--- config.mk ---
export PLATFORM = sky130hd
export DESIGN_NAME = async_serial_tx_rx_core
export DESIGN_NICKNAME = d
export VERILOG_FILES = /design/src/logic/serial_port_pkg.sv /design/src/logic/tx_frame_if.sv /design/src/logic/rx_pin_sync.sv /design/src/logic/tx_shifter.sv /design/src/logic/async_serial_tx_rx_core.sv
export SDC_FILE = /design/constraint.sdc
export NUM_CORES = 1
export LEC_CHECK = 0
export BUFFER_PORTS_ARGS = -buffer_cell sky130_fd_sc_hd__buf_2
export CORE_MARGIN = 2
export CORE_UTILIZATION = 43
export CTS_CLUSTER_SIZE = 30
export DETAILED_ROUTE_END_ITERATION = 10
export GPL_ROUTABILITY_DRIVEN = 0
export GPL_TIMING_DRIVEN = 0
export HOLD_SLACK_MARGIN = 0.03
export PLACE_DENSITY_LB_ADDON = 0.12
export SLEW_MARGIN = 20
export SYNTH_ARGS = -nofsm -noshare
export SYNTH_HDL_FRONTEND = slang
export SYNTH_HIERARCHICAL = 1
export SYNTH_SLANG_ARGS = --single-unit
--- constraint.sdc ---
create_clock -name ref_clk -period 4.4 [get_ports ref_clk]
set_input_delay 0.88 -clock ref_clk [delete_from_list [all_inputs] [get_ports ref_clk]]
set_output_delay 0.88 -clock ref_clk [all_outputs]
set_load 0.01 [all_outputs]
--- src/logic/serial_port_pkg.sv ---
// Constants, state type and bit-voting helpers for the asynchronous serial core.
// Assumes one clock and a 16x baud enable pulse from a shared baud generator.
package serial_port_pkg;
   localparam int unsigned DATA_W         = 8;
   localparam int unsigned FRAME_W        = 11;
   localparam logic [3:0]  LEN_EIGHT      = 4'hA;  // Start, 8 data, stop.
   localparam logic [3:0]  LEN_NINE       = 4'hB;  // Start, 9 data, stop.
   localparam logic [3:0]  LEN_ONE        = 4'h1;
   localparam logic [3:0]  DIV_LAST       = 4'hF;  // 16 oversampling ticks per bit.
   localparam logic [4:0]  RT_ZERO        = 5'h00;
   localparam logic [4:0]  RT_FIRST       = 5'h01;
   localparam logic [4:0]  RT_S3          = 5'h03;
   localparam logic [4:0]  RT_S5          = 5'h05;
   localparam logic [4:0]  RT_S7          = 5'h07;
   localparam logic [4:0]  RT_S8          = 5'h08;
   localparam logic [4:0]  RT_S9          = 5'h09;
   localparam logic [4:0]  RT_S10         = 5'h0A;
   localparam logic [4:0]  RT_LAST        = 5'h10;
   localparam logic [4:0]  RT_RESYNC_BASE = 5'h0C;
   localparam logic        TBE_RST        = 1'b1;
   localparam logic        TC_RST         = 1'b1;

   typedef enum logic [1:0] {RX_HUNT, RX_START, RX_BITS} rx_state_t;

   // Majority of three samples.
   function automatic logic maj3(input logic [2:0] s);
      return (s[0] & s[1]) | (s[0] & s[2]) | (s[1] & s[2]);
   endfunction

   // True when the three samples disagree.
   function automatic logic split3(input logic [2:0] s);
      return (s != 3'h0) && (s != 3'h7);
   endfunction
endpackage : serial_port_pkg

--- src/logic/tx_frame_if.sv ---
// Frame hand-off between the transmit control and the transmit shifter.
// Assumes both ends run on ref_clk; the control end makes the bit enable.
interface tx_frame_if;
   import serial_port_pkg::*;
   logic               bit_tick;  // One-cycle enable per bit time.
   logic               load;      // Take frame at this bit enable.
   logic               flush;     // Abandon any frame at once.
   logic [FRAME_W-1:0] frame;     // Bits to send, LSB first.
   logic [3:0]         len;       // Number of bits in frame.
   logic               busy;      // A frame is on the line.
   logic               last;      // The final bit is on the line.
   logic               line;      // Uninverted line level.

   modport ctrl  (output bit_tick, load, flush, frame, len, input busy, last, line);
   modport shift (input bit_tick, load, flush, frame, len, output busy, last, line);
endinterface : tx_frame_if

--- src/logic/rx_pin_sync.sv ---
// Two-stage synchroniser for the receive pin.
// Assumes the pin is asynchronous to ref_clk; only the second stage is read.
module rx_pin_sync (
   input  wire logic ref_clk,  // System clock.
   input  wire logic rst,      // Asynchronous reset, active high.
   input  wire logic rx_pin,   // Raw receive pin.
   output logic      rx_sync   // Pin level in the clock domain.
);
   logic meta_ff;

   // The line idles high, so both stages reset to 1 to avoid a false start edge.
   always_ff @(posedge ref_clk or posedge rst) begin
      if (rst) begin
         meta_ff <= 1'b1;
         rx_sync <= 1'b1;
      end else begin
         meta_ff <= rx_pin;
         rx_sync <= meta_ff;
      end
   end
endmodule // rx_pin_sync

--- src/logic/tx_shifter.sv ---
// Transmit shift register: sends a frame LSB first, one bit per bit enable.
// Assumes the control end only loads on a bit enable when idle or on the last bit.
module tx_shifter (
   input  wire logic ref_clk,  // System clock.
   input  wire logic rst,      // Asynchronous reset, active high.
   tx_frame_if.shift link      // Frame hand-off.
);
   import serial_port_pkg::*;

   logic [FRAME_W-1:0] sr_ff;
   logic [3:0]         cnt_ff;

   always_ff @(posedge ref_clk or posedge rst) begin
      if (rst) begin
         sr_ff  <= '1;
         cnt_ff <= 4'h0;
      end else if (link.flush) begin
         sr_ff  <= '1;
         cnt_ff <= 4'h0;
      end else if (link.bit_tick) begin
         if (link.load) begin
            sr_ff  <= link.frame;
            cnt_ff <= link.len;
         end else if (cnt_ff != 4'h0) begin
            sr_ff  <= {1'b1, sr_ff[FRAME_W-1:1]};
            cnt_ff <= cnt_ff - 4'h1;
         end
      end
   end

   assign link.busy = (cnt_ff != 4'h0);
   assign link.last = (cnt_ff == 4'h1);
   assign link.line = (cnt_ff == 4'h0) | sr_ff[0];
endmodule // tx_shifter

--- src/logic/async_serial_tx_rx_core.sv ---
// Asynchronous NRZ serial transmitter and receiver with its status flags.
// Assumes rt_tick is a one-cycle pulse at 16x the baud rate on ref_clk and
// that the CPU side strobes come from logic on ref_clk.

// Function
// - Characters of 8 or 9 bits, ninth from tx_ninth_bit.
// - Preamble of ones, then framed data start0 stop1.
// - Buffer-to-shifter transfer sets tx_buffer_empty, may interrupt.
// - Status read then data write clears tx_buffer_empty.
// - Transmit line idles at logic one.
// - Port disable releases both pins at once.
// - Send break loads all-zero character, length by mode.
// - Break repeats; after it at least one one.
// - Zero start, data and stop means break.
// - Break sets error, full, break flags, clears data.
// - Idle character all ones; one begins each transmission.
// - Transmit disable finishes current character, then idle.
// - Disable then enable queues one idle character.
// - Polarity invert flips every transmitted level.
// - Transmission complete when everything is empty, may interrupt.
// - Receive ninth bit: bit 8, or copy of 7.
// - Full character moves to buffer, sets full flag.
// - Oversample 16x, resync on start and falling bits.
// - Start edge is zero after three ones.
// - Start verified by samples 3, 5, 7.
// - Failed start verification returns to search.
// - Data bit by majority of 8, 9, 10.
// - Stop bit majority zero is framing error.
module async_serial_tx_rx_core (
   input  wire logic                                ref_clk,              // System clock.
   input  wire logic                                rst,                  // Async reset, high.
   input  wire logic                                rt_tick,              // 16x baud enable.
   input  wire logic                                port_enable,          // Serial port on.
   input  wire logic                                tx_enable,            // Transmitter on.
   input  wire logic                                char_len_nine,        // 1 = 9-bit data.
   input  wire logic                                tx_ninth_bit,         // Transmit bit 8.
   input  wire logic                                tx_polarity_invert,   // Invert tx line.
   input  wire logic                                send_break,           // Send breaks.
   input  wire logic                                tx_empty_irq_en,      // Empty irq enable.
   input  wire logic                                tx_done_irq_en,       // Done irq enable.
   input  wire logic                                rx_full_irq_en,       // Full irq enable.
   input  wire logic                                status_rd,            // Status read strobe.
   input  wire logic                                data_wr,              // Data write strobe.
   input  wire logic [serial_port_pkg::DATA_W-1:0]  data_wr_val,          // Data written.
   input  wire logic                                data_rd,              // Data read strobe.
   input  wire logic                                rx_pin,               // Receive pin.
   output logic                                     tx_pin_out,           // Transmit pin level.
   output logic                                     tx_pin_oe,            // Transmit pin driven.
   output logic                                     rx_pin_owned,         // Rx pin in use.
   output logic                                     tx_buffer_empty,      // Buffer can take data.
   output logic                                     tx_done_flag,         // All sent.
   output logic                                     rx_full_flag,         // Character ready.
   output logic                                     framing_err_flag,     // Bad stop bit.
   output logic                                     noise_flag,           // Samples disagreed.
   output logic                                     break_detected_flag,  // Break received.
   output logic                                     overrun_flag,         // Character lost.
   output logic                                     rx_in_progress_flag,  // Receiving.
   output logic [serial_port_pkg::DATA_W-1:0]       data_buffer_reg,      // Received data.
   output logic                                     rx_ninth_bit,         // Received bit 8.
   output logic                                     tx_irq,               // Transmitter irq.
   output logic                                     rx_irq                // Receiver irq.
);
   import serial_port_pkg::*;

   tx_frame_if link ();

   logic [3:0]        div_ff;
   logic [DATA_W-1:0] buf_ff;
   logic              buf_full_ff;
   logic              tx_arm_ff;
   logic              te_q_ff;
   logic              idle_pend_ff;
   logic              one_pend_ff;
   logic              bit_tick;
   logic              slot;
   logic              wr_ok;
   logic              ld_idle;
   logic              ld_brk;
   logic              ld_one;
   logic              ld_data;
   logic [3:0]        len_sel;
   logic              rx_s;
   rx_state_t         st_ff;
   logic [4:0]        rt_ff;
   logic [3:0]        bit_ff;
   logic [2:0]        hist_ff;
   logic [2:0]        smp_ff;
   logic [8:0]        sh_ff;
   logic              noise_acc_ff;
   logic              prev_ff;
   logic              zero_seen_ff;
   logic [4:0]        edge_ff;
   logic              all_zero_ff;
   logic              rx_arm_ff;
   logic [2:0]        pat;
   logic              bit_v;
   logic              start_edge;
   logic              at_stop;
   logic              rx_fin;
   logic              resync;
   logic              brk;
   logic              rx_clr;
   logic              keep_old;

   function automatic logic [4:0] inc_rt(input logic [4:0] r);
      return (r == RT_LAST) ? RT_FIRST : r + 5'h01;
   endfunction

   rx_pin_sync u_sync (
      .ref_clk (ref_clk),
      .rst     (rst),
      .rx_pin  (rx_pin),
      .rx_sync (rx_s)
   );

   tx_shifter u_shift (
      .ref_clk (ref_clk),
      .rst     (rst),
      .link    (link)
   );

   // Transmit side.
   assign len_sel  = char_len_nine ? LEN_NINE : LEN_EIGHT;
   assign bit_tick = rt_tick && (div_ff == DIV_LAST);
   assign slot     = bit_tick && (!link.busy || link.last);
   assign wr_ok    = data_wr && tx_arm_ff;

   always_ff @(posedge ref_clk or posedge rst) begin
      if (rst) begin
         div_ff <= 4'h0;
      end else if (!port_enable) begin
         div_ff <= 4'h0;
      end else if (rt_tick) begin
         div_ff <= div_ff + 4'h1;
      end
   end

   // Disabling the transmitter only blocks new loads, so the frame on the line finishes.
   always_comb begin
      ld_idle = 1'b0;
      ld_brk  = 1'b0;
      ld_one  = 1'b0;
      ld_data = 1'b0;
      if (slot && tx_enable && port_enable) begin
         if (idle_pend_ff) begin
            ld_idle = 1'b1;
         end else if (send_break) begin
            ld_brk = 1'b1;
         end else if (one_pend_ff) begin
            ld_one = 1'b1;
         end else if (buf_full_ff) begin
            ld_data = 1'b1;
         end
      end
   end

   assign link.bit_tick = bit_tick;
   assign link.load     = ld_idle | ld_brk | ld_one | ld_data;
   assign link.flush    = !port_enable;
   assign link.len      = ld_one ? LEN_ONE : len_sel;
   assign link.frame    = ld_brk  ? '0 :
                          ld_data ? {1'b1, char_len_nine ? tx_ninth_bit : 1'b1, buf_ff, 1'b0} :
                          '1;

   // A rising edge of tx_enable while port_enable is high queues an idle character: the preamble or a requeue.
   always_ff @(posedge ref_clk or posedge rst) begin
      if (rst) begin
         te_q_ff      <= 1'b0;
         idle_pend_ff <= 1'b0;
         one_pend_ff  <= 1'b0;
      end else begin
         te_q_ff      <= tx_enable;
         idle_pend_ff <= port_enable & ((tx_enable & !te_q_ff) | (idle_pend_ff & !ld_idle));
         one_pend_ff  <= port_enable & (ld_brk | (one_pend_ff & !ld_one));
      end
   end

   always_ff @(posedge ref_clk or posedge rst) begin
      if (rst) begin
         buf_ff          <= '0;
         buf_full_ff     <= 1'b0;
         tx_buffer_empty <= TBE_RST;
         tx_arm_ff       <= 1'b0;
      end else begin
         if (status_rd && tx_buffer_empty) begin
            tx_arm_ff <= 1'b1;
         end else if (data_wr) begin
            tx_arm_ff <= 1'b0;
         end
         if (wr_ok) begin
            buf_ff <= data_wr_val;
         end
         buf_full_ff     <= wr_ok | (buf_full_ff & !ld_data);
         tx_buffer_empty <= ld_data | (tx_buffer_empty & !wr_ok);
      end
   end

   always_ff @(posedge ref_clk or posedge rst) begin
      if (rst) begin
         tx_done_flag <= TC_RST;
         tx_pin_out   <= 1'b1;
         tx_pin_oe    <= 1'b0;
         rx_pin_owned <= 1'b0;
         tx_irq       <= 1'b0;
      end else begin
         tx_done_flag <= !link.busy && !link.load && !buf_full_ff && !send_break
                         && !idle_pend_ff && !one_pend_ff;
         tx_pin_out   <= link.line ^ tx_polarity_invert;
         tx_pin_oe    <= port_enable;
         rx_pin_owned <= port_enable;
         tx_irq       <= (tx_buffer_empty & tx_empty_irq_en) | (tx_done_flag & tx_done_irq_en);
      end
   end

   // Receive side.
   assign pat        = {smp_ff[1:0], rx_s};
   assign bit_v      = maj3(pat);
   assign start_edge = (hist_ff == 3'h7) && !rx_s;
   assign at_stop    = (bit_ff == len_sel - 4'h1);
   assign rx_fin     = rt_tick && (st_ff == RX_BITS) && (rt_ff == RT_S10) && at_stop;
   assign resync     = prev_ff && !bit_v && zero_seen_ff;
   assign brk        = all_zero_ff && !bit_v;

   // rt_ff is the index of the sample taken at the current tick.
   always_ff @(posedge ref_clk or posedge rst) begin
      if (rst) begin
         st_ff   <= RX_HUNT;
         rt_ff   <= RT_ZERO;
         hist_ff <= 3'h0;
         bit_ff  <= 4'h0;
      end else if (!port_enable) begin
         st_ff   <= RX_HUNT;
         rt_ff   <= RT_ZERO;
         hist_ff <= 3'h0;
      end else if (rt_tick) begin
         case (st_ff)
            RX_HUNT: begin
               hist_ff <= {hist_ff[1:0], rx_s};
               if (start_edge) begin
                  st_ff  <= RX_START;
                  rt_ff  <= inc_rt(RT_FIRST);
                  bit_ff <= 4'h0;
               end
            end
            RX_START: begin
               if (rt_ff == RT_S7 && bit_v) begin
                  st_ff   <= RX_HUNT;
                  rt_ff   <= RT_ZERO;
                  hist_ff <= 3'h0;
               end else if (rt_ff == RT_LAST) begin
                  st_ff  <= RX_BITS;
                  rt_ff  <= RT_FIRST;
                  bit_ff <= 4'h1;
               end else begin
                  rt_ff <= inc_rt(rt_ff);
               end
            end
            RX_BITS: begin
               if (rt_ff == RT_S10) begin
                  bit_ff <= bit_ff + 4'h1;
                  if (at_stop) begin
                     st_ff   <= RX_HUNT;
                     rt_ff   <= RT_ZERO;
                     hist_ff <= 3'h0;
                  end else if (resync) begin
                     rt_ff <= RT_RESYNC_BASE - edge_ff;
                  end else begin
                     rt_ff <= inc_rt(rt_ff);
                  end
               end else begin
                  rt_ff <= inc_rt(rt_ff);
               end
            end
            default: begin
               st_ff <= RX_HUNT;
               rt_ff <= RT_ZERO;
            end
         endcase
      end
   end

   // Only the first falling sample of a bit is kept; it marks where the edge really was.
   always_ff @(posedge ref_clk or posedge rst) begin
      if (rst) begin
         smp_ff       <= 3'h0;
         sh_ff        <= '0;
         noise_acc_ff <= 1'b0;
         prev_ff      <= 1'b0;
         zero_seen_ff <= 1'b0;
         edge_ff      <= RT_ZERO;
         all_zero_ff  <= 1'b1;
      end else if (rt_tick && st_ff == RX_HUNT && start_edge) begin
         noise_acc_ff <= 1'b0;
         prev_ff      <= 1'b0;
         zero_seen_ff <= 1'b0;
         all_zero_ff  <= 1'b1;
      end else if (rt_tick && st_ff != RX_HUNT) begin
         if (rt_ff == RT_S3 || rt_ff == RT_S5 || rt_ff == RT_S8 || rt_ff == RT_S9) begin
            smp_ff <= {smp_ff[1:0], rx_s};
         end
         if (st_ff == RX_BITS && rt_ff <= RT_S10 && !rx_s && !zero_seen_ff) begin
            zero_seen_ff <= 1'b1;
            edge_ff      <= rt_ff;
         end
         if (st_ff == RX_START && rt_ff == RT_S7) begin
            noise_acc_ff <= split3(pat);
         end
         if (st_ff == RX_START && rt_ff == RT_S10 && pat != 3'h0) begin
            noise_acc_ff <= 1'b1;
         end
         if (st_ff == RX_BITS && rt_ff == RT_S10) begin
            zero_seen_ff <= 1'b0;
            prev_ff      <= bit_v;
            if (split3(pat)) begin
               noise_acc_ff <= 1'b1;
            end
            if (!at_stop) begin
               sh_ff <= {bit_v, sh_ff[8:1]};
               if (bit_v) begin
                  all_zero_ff <= 1'b0;
               end
            end
         end
      end
   end

   // A completed character sets flags in the same cycle as a clear; the set wins.
   assign rx_clr   = data_rd && rx_arm_ff;
   assign keep_old = rx_full_flag && !rx_clr;

   always_ff @(posedge ref_clk or posedge rst) begin
      if (rst) begin
         rx_arm_ff           <= 1'b0;
         rx_full_flag        <= 1'b0;
         framing_err_flag    <= 1'b0;
         noise_flag          <= 1'b0;
         break_detected_flag <= 1'b0;
         overrun_flag        <= 1'b0;
         data_buffer_reg     <= '0;
         rx_ninth_bit        <= 1'b0;
         rx_in_progress_flag <= 1'b0;
         rx_irq              <= 1'b0;
      end else begin
         if (status_rd && rx_full_flag) begin
            rx_arm_ff <= 1'b1;
         end else if (data_rd) begin
            rx_arm_ff <= 1'b0;
         end
         rx_full_flag        <= rx_fin | (rx_full_flag & !rx_clr);
         framing_err_flag    <= (rx_fin & !bit_v) | (framing_err_flag & !rx_clr);
         noise_flag          <= (rx_fin & (noise_acc_ff | split3(pat))) | (noise_flag & !rx_clr);
         break_detected_flag <= (rx_fin & brk) | (break_detected_flag & !rx_clr);
         overrun_flag        <= (rx_fin & keep_old) | (overrun_flag & !rx_clr);
         if (rx_fin && !keep_old) begin
            if (brk) begin
               data_buffer_reg <= '0;
               rx_ninth_bit    <= 1'b0;
            end else begin
               data_buffer_reg <= char_len_nine ? sh_ff[7:0] : sh_ff[8:1];
               rx_ninth_bit    <= sh_ff[8];
            end
         end
         rx_in_progress_flag <= (st_ff != RX_HUNT);
         rx_irq              <= rx_full_flag & rx_full_irq_en;
      end
   end
endmodule // async_serial_tx_rx_core

# --- Yosys cells after proc, flatten, opt, wreduce, memory -nomap -nowiden ---
# Cells that the tools add are included.
op_classes:
  eq_ne: 28
  n_shift: 0
  div: 0
  multipliers: 0
  reduce_logical: 77
  mux: 82
  add_sub_neg: 6
  n_lt_le_gt_ge: 1
  bitwise: 42
op_table:
  columns: ["operator", "n"]
  rows:
  - ["two-way mux 11 bit", 5]
  - ["two-way mux 4 bit", 11]
  - ["two-way mux 5 bit", 8]
  - ["two-way mux 1 bit", 39]
  - ["logical AND 1 bit", 34]
  - ["bitwise AND 1 bit", 22]
  - ["OR 1 bit", 17]
  - ["logical NOT 1 bit", 16]
  - ["two-way mux 8 bit", 2]
  - ["equality test 5 x 4 -> 1 bit (second input constant)", 3]
  - ["two-way mux 3 bit", 5]
  - ["inequality test 3 bit (second input constant)", 5]
  - ["one-hot mux 5 bit (3 select lines)", 1]
  - ["two-way mux 2 bit", 7]
  - ["one-hot mux 4 bit (3 select lines)", 1]
  - ["nonzero test 2 bit", 6]
  - ["equality test 5 x 3 -> 1 bit (second input constant)", 2]
  - ["two-way mux 10 bit", 1]
  - ["inequality test 2 bit (second input constant)", 5]
  - ["AND reduction 5 bit", 2]
  - ["one-hot mux 3 bit (3 select lines)", 1]
  - ["nonzero test 3 bit", 3]
  - ["adder 4 x 1 -> 4 bit (second input constant)", 2]
  - ["AND reduction 2 bit", 4]
  - ["26 further kinds", 34]
word_totals:
  n_memories: 0
  latchBits: 0
  word_cells: 273
  inputBits: 24
  out_inout_bits: 22
  rom_bits: 0
  register_bits: 90
  ramBits: 0

# --- Longest topological paths before layout ---
logic_depth:
  ltp_word: 16
  depth_mapped: 11
  depth_no_buf: 11

# --- Modules after synthesis ---
# Netlist, hierarchy kept.
by_module_without_submodules:
  columns: ["module", "cells_each", "seq_area_each_um2", "area_per_inst_um2", "instances"]
  rows:
  - ["async_serial_tx_rx_core", 354, 1831.8, 3747.3, 1]
  - ["tx_shifter", 89, 389.1, 947.2, 1]
  - ["rx_pin_sync", 3, 52.6, 56.3, 1]

# --- Worst setup path before layout ---
# No wires, ideal clock.
synth_path:
  path_kind: "input to register"
  start: "in port_enable"
  end: "reg u_shift.sr_ff[0]"
  setup_slack_ns: 1.516
  path_buffers: 3
  setup_ns: 0.082
  path_stages: 8
  required_time_ns: 4.318
  t_arrival_ns: 2.802
  cell_sequence: "clkbuf_1 -> nand2_1 -> a211o_1 -> nor2_1 -> clkbuf_1 -> buf_2 -> mux2_2 -> a211o_1"
synth_between:
  elab_chain_len: 8
  word_cells_on_any_way: 16
  cone_classes: "2 x eq/ne; 9 x mux; 3 x bitwise; 2 x reduce/logical"
synth_rtl:
  columns: ["item", "line_no", "rtl"]
  rows:
  - ["start: declaration", "async_serial_tx_rx_core.sv:33", "input wire logic port_enable,"]
  - ["logical AND 1 bit (*)", "async_serial_tx_rx_core.sv:144", "if (slot && tx_enable && port_enable) begin"]
  - ["two-way mux 1 bit", "async_serial_tx_rx_core.sv:144", null]
  - ["OR 1 bit (2 in series)", "async_serial_tx_rx_core.sv:158", "assign link.load = ld_idle | ld_brk | ld_one | ld_data;"]
  - ["OR 1 bit (*)", "async_serial_tx_rx_core.sv:158", null]
  - ["via link.load", "tx_frame_if.sv:6", "logic load;"]
  - ["two-way mux 11 bit", "tx_shifter.sv:21", "if (link.load) begin"]
  - ["two-way mux 11 bit", "tx_shifter.sv:20", "end else if (link.bit_tick) begin"]
  - ["two-way mux 11 bit", "tx_shifter.sv:17", "end else if (link.flush) begin"]
  - ["end signal: assignment", "tx_shifter.sv:22", "sr_ff <= link.frame;"]
  - ["end signal: assignment", "tx_shifter.sv:25", "sr_ff <= {1'b1, sr_ff[FRAME_W-1:1]};"]
  - ["end: declaration", "tx_shifter.sv:10", "logic [FRAME_W-1:0] sr_ff;"]
# The timed path passes the listed nets; every way through them passes the cells marked *. The select of a mux whose other input is x is not followed.
# A chain may end at the register's enable or synchronous reset.

# --- Worst setup path after layout ---
# Same ends and word-level chain as after synthesis.

==> impl_results.md <==
- R2R Path Start: u_shift/cnt_ff[1]$_DFFE_PP0P_
- WP data arrival: 3.37 ns
- Largest Register: u_shift/sr_ff
- Sw Pwr: 0.000362 W
- Worst Max-Slew Pin Slew: 0.812 ns
- Layout filler cell count: 999
- Ant. Diodes: 0
- Number of global-route vias before repair: 3536
- Register area: 2270 um2
- Sw frac: 23.0%
- Synth area leader: dfrtp_1
- Post-CTS sizing: 0
- PwrDens: 291 nW/um2
- Sum of negative setup slack: 0 ns
- Reg clk slew, reported paths: 0.09 ns
- Worst VDD drop: 0.182 mV
- Post-CTS Hold Fix Bufs: 0
- Rel. slew slack: 45.2%
- Reg power frac: 54.2%
- # Max-Cap Violations: 0
- Final non-filler cell area: 5410 um2
- Num rows: 38
- Layout cell share with drive strength beyond 1: 27.4%
- Critical Path RT: 4.70 ns
- Fin. Hold Viols: 0
- Internal power: 0.00121 W
- Initial antenna violation count: 0
- IO Count: 46
- Final critical-path required period: 3.06 ns
- Post-synth EDFFs: 0
- Critical path, cell by cell: buf_2, clkbuf_1, nand2_1, a211o_1, nor2_1, clkbuf_1, buf_2, mux2_2, a211o_1
- Skew-Pair Late Insertion Delay: 0.37 ns
- Ys async rst share: 100%
- Warnings, synthesis: 6
- Post-synth top cells: 73 x dfrtp_1, 39 x mux2_2, 39 x nor2_1, 33 x nand2_1, 30 x o21ai_0
- Starting Density: 44.0%
- Clock power share: 40.6%
- Syn Area/Cell: 10.7 um2
- Worst r2r path cells: 10
- CP endpoint kind: flop
- Peak Freq: 326 MHz
- DRT Pass-1 Iters: 4
- Root Buffer: clkbuf_8
- RR Endpoint: u_shift/sr_ff[0]$_DFFE_PP1P_
- I/O Buffers: 45
- WL per Instance: 16.0 um
- Worst path buffer plus inverter count: 4
- WS Path Type: primary input to flop
- Synthesized flop and latch total: 90
- Flop-to-flop setup slack: 1.48 ns
- Most common cell in the netlist: dfrtp_1
- CP delay by family, top: buffers and inverters
- Syn Std Cell Area: 4750 um2
- Top_reg_cell synth: dfrtp_1
- Drt total wl: 10.4 mm
- Die height: 109 um
- First-pass GRT wire length: 17.7 mm
- Pin count of the biggest net entering global routing: 51
- Area of the multi-input gates: 2300 um2
- Synth top area cells: dfrtp_1 38%, dfstp_2 9.4%, mux2_2 9.2%
- Worst Hold End: u_sync/rx_sync$_DFF_PP1_
- Post-route clock skew: 0.00766 ns
- RSZ-0062 raised after global routing: false
- Nets: 542
- Sequential fraction of the synthesis area: 47.9%
- Slew Limit Fails: 0
- DP Area: 5180 um2
- DIE AREA: 11900 um2
- CP max stage delay: 0.51 ns
- Max reg flops: 11
- Fin Hold WS: 0.359 ns
- Setup Buffers After CTS: 0
- CTS tree: done
- Crit-path max FO: 10
- Gr usage total: 19.3%
- Sink Count: 90
- Grt ovf: 0
- Synth Net Count: 485
- Hold path depth: 0
- Area added between synthesis and finish: 13.8%
- Synth Instances: 446
- Die width: 109 um
- H-tree levels: 3
- Lkg Pwr: 2.51 nW
- Comb pwr share: 5.1%
- Yosys top cell area share: 38.5%
- Initial drt markers: 216
- Num CTS Buffers: 9
- Final Util: 50.1%
- Hold Path Class: flop to flop
- Status: finished, final reports clean
- CORE AREA: 10800 um2
- Routed via count: 3526
- Largest regs: u_shift/sr_ff x11, sh_ff x9
- Final setup viols: 0
- Critical path's slowest cell: clkbuf_1
- Max Root-Sink Buffers: 2
- Remaining DRCs: 0
- DPL Wire Length: 7.53 mm
- Via density: 5.44
- Synth cell types: 66
- Total Power: 0.00157 W
- Startpoint Class: primary input
- Final Cycle Share: 69.6%
- Hold_sp: u_sync/meta_ff$_DFF_PP1_
- Routed Antenna Nets: 0
power by group through the flow:
stage                     registers, W  clock network, W   logic, W
after global placement        0.000868                 0  0.0000781
final                         0.000853          0.000639  0.0000805
after CTS                     0.000853          0.000666  0.0000832
after detailed placement      0.000869                 0  0.0000832
after floorplan               0.000867                 0  0.0000472
after global routing          0.000855          0.000695  0.0000935
layer usage:
metal  GRT usage, %  vias up  part of all wire, %
met5              0        -                    0
met3           3.35       11                  3.2
li1               -     1713                    -
met1           25.7     1755                   47
met4           7.88        0                  1.5
met2           31.0       47                   49
final cells by class:
type | instances | area share, %
repair buffers | 46 | 4.67
inverters | 22 | 1.57
plain buffers | 20 | 1.81
clock buffers | 10 | 2.55
multi-input cells | 314 | 42.5
flip-flops and latches | 90 | 42.1
clock inverters | 6 | 1.62
well taps | 140 | 3.24
worst max-delay path by stage:
stage | start | endpoint | slack (ns) | cells past startpoint
5_1_grt | port_enable | u_shift/sr_ff[0]$_DFFE_PP1P_ | 1.21 | 9
3_3_place_gp | rst | rt_ff[2]$_DFFE_PP0P_ | 0.68 | 2
3_5_place_dp | port_enable | u_shift/sr_ff[0]$_DFFE_PP1P_ | 0.96 | 9
2_1_floorplan | port_enable | u_shift/sr_ff[0]$_DFFE_PP1P_ | 1.52 | 8
4_1_cts | port_enable | u_shift/sr_ff[0]$_DFFE_PP1P_ | 1.37 | 9
6_report | port_enable | u_shift/sr_ff[0]$_DFFE_PP1P_ | 1.34 | 9
stage by stage:
step / instances / setup slack [ns]
global route: 648 / 1.21
floorplan: 446 / 1.52
finish: 648 / 1.34
detailed placement: 632 / 0.960
CTS: 648 / 1.37
global placement: 631 / 0.679
kinds of logic (layout without fill, tap and decap cells):
group           Yosys count  count (layout)  synth area share, %
mux                      53              53                 12.2
simple gates            131             131                 14.6
buf+inv                  42             104                 3.79
fa+ha+maj                16              16                 4.19
other cells               1               1               0.0789
xor+xnor                  8               8                 1.47
flops                    90              90                 47.9
compound gates          105             105                 15.8
worst reg2reg max path, stage by stage, from the launching register on:
cell and delay [ns]:
dfrtp_1 0.41, inv_1 0.11, ha_1 0.15, and2_1 0.11
inv_1 0.03, a211o_1 0.35, nor2_1 0.22, clkbuf_1 0.51
buf_2 0.33, mux2_2 0.35, a211o_1 0.28
layout by cell type, fill, tap and decap left out, types with 13 or more instances in the layout:
master	count
o21ai_0	30
ha_1	15
buf_2	48
inv_1	21
nor2_1	39
mux2_2	39
clkbuf_1	14
a21oi_1	13
nand2_1	33
mux2i_1	13
dfstp_2	17
dfrtp_1	73
(Power assumes the default switching activity.)
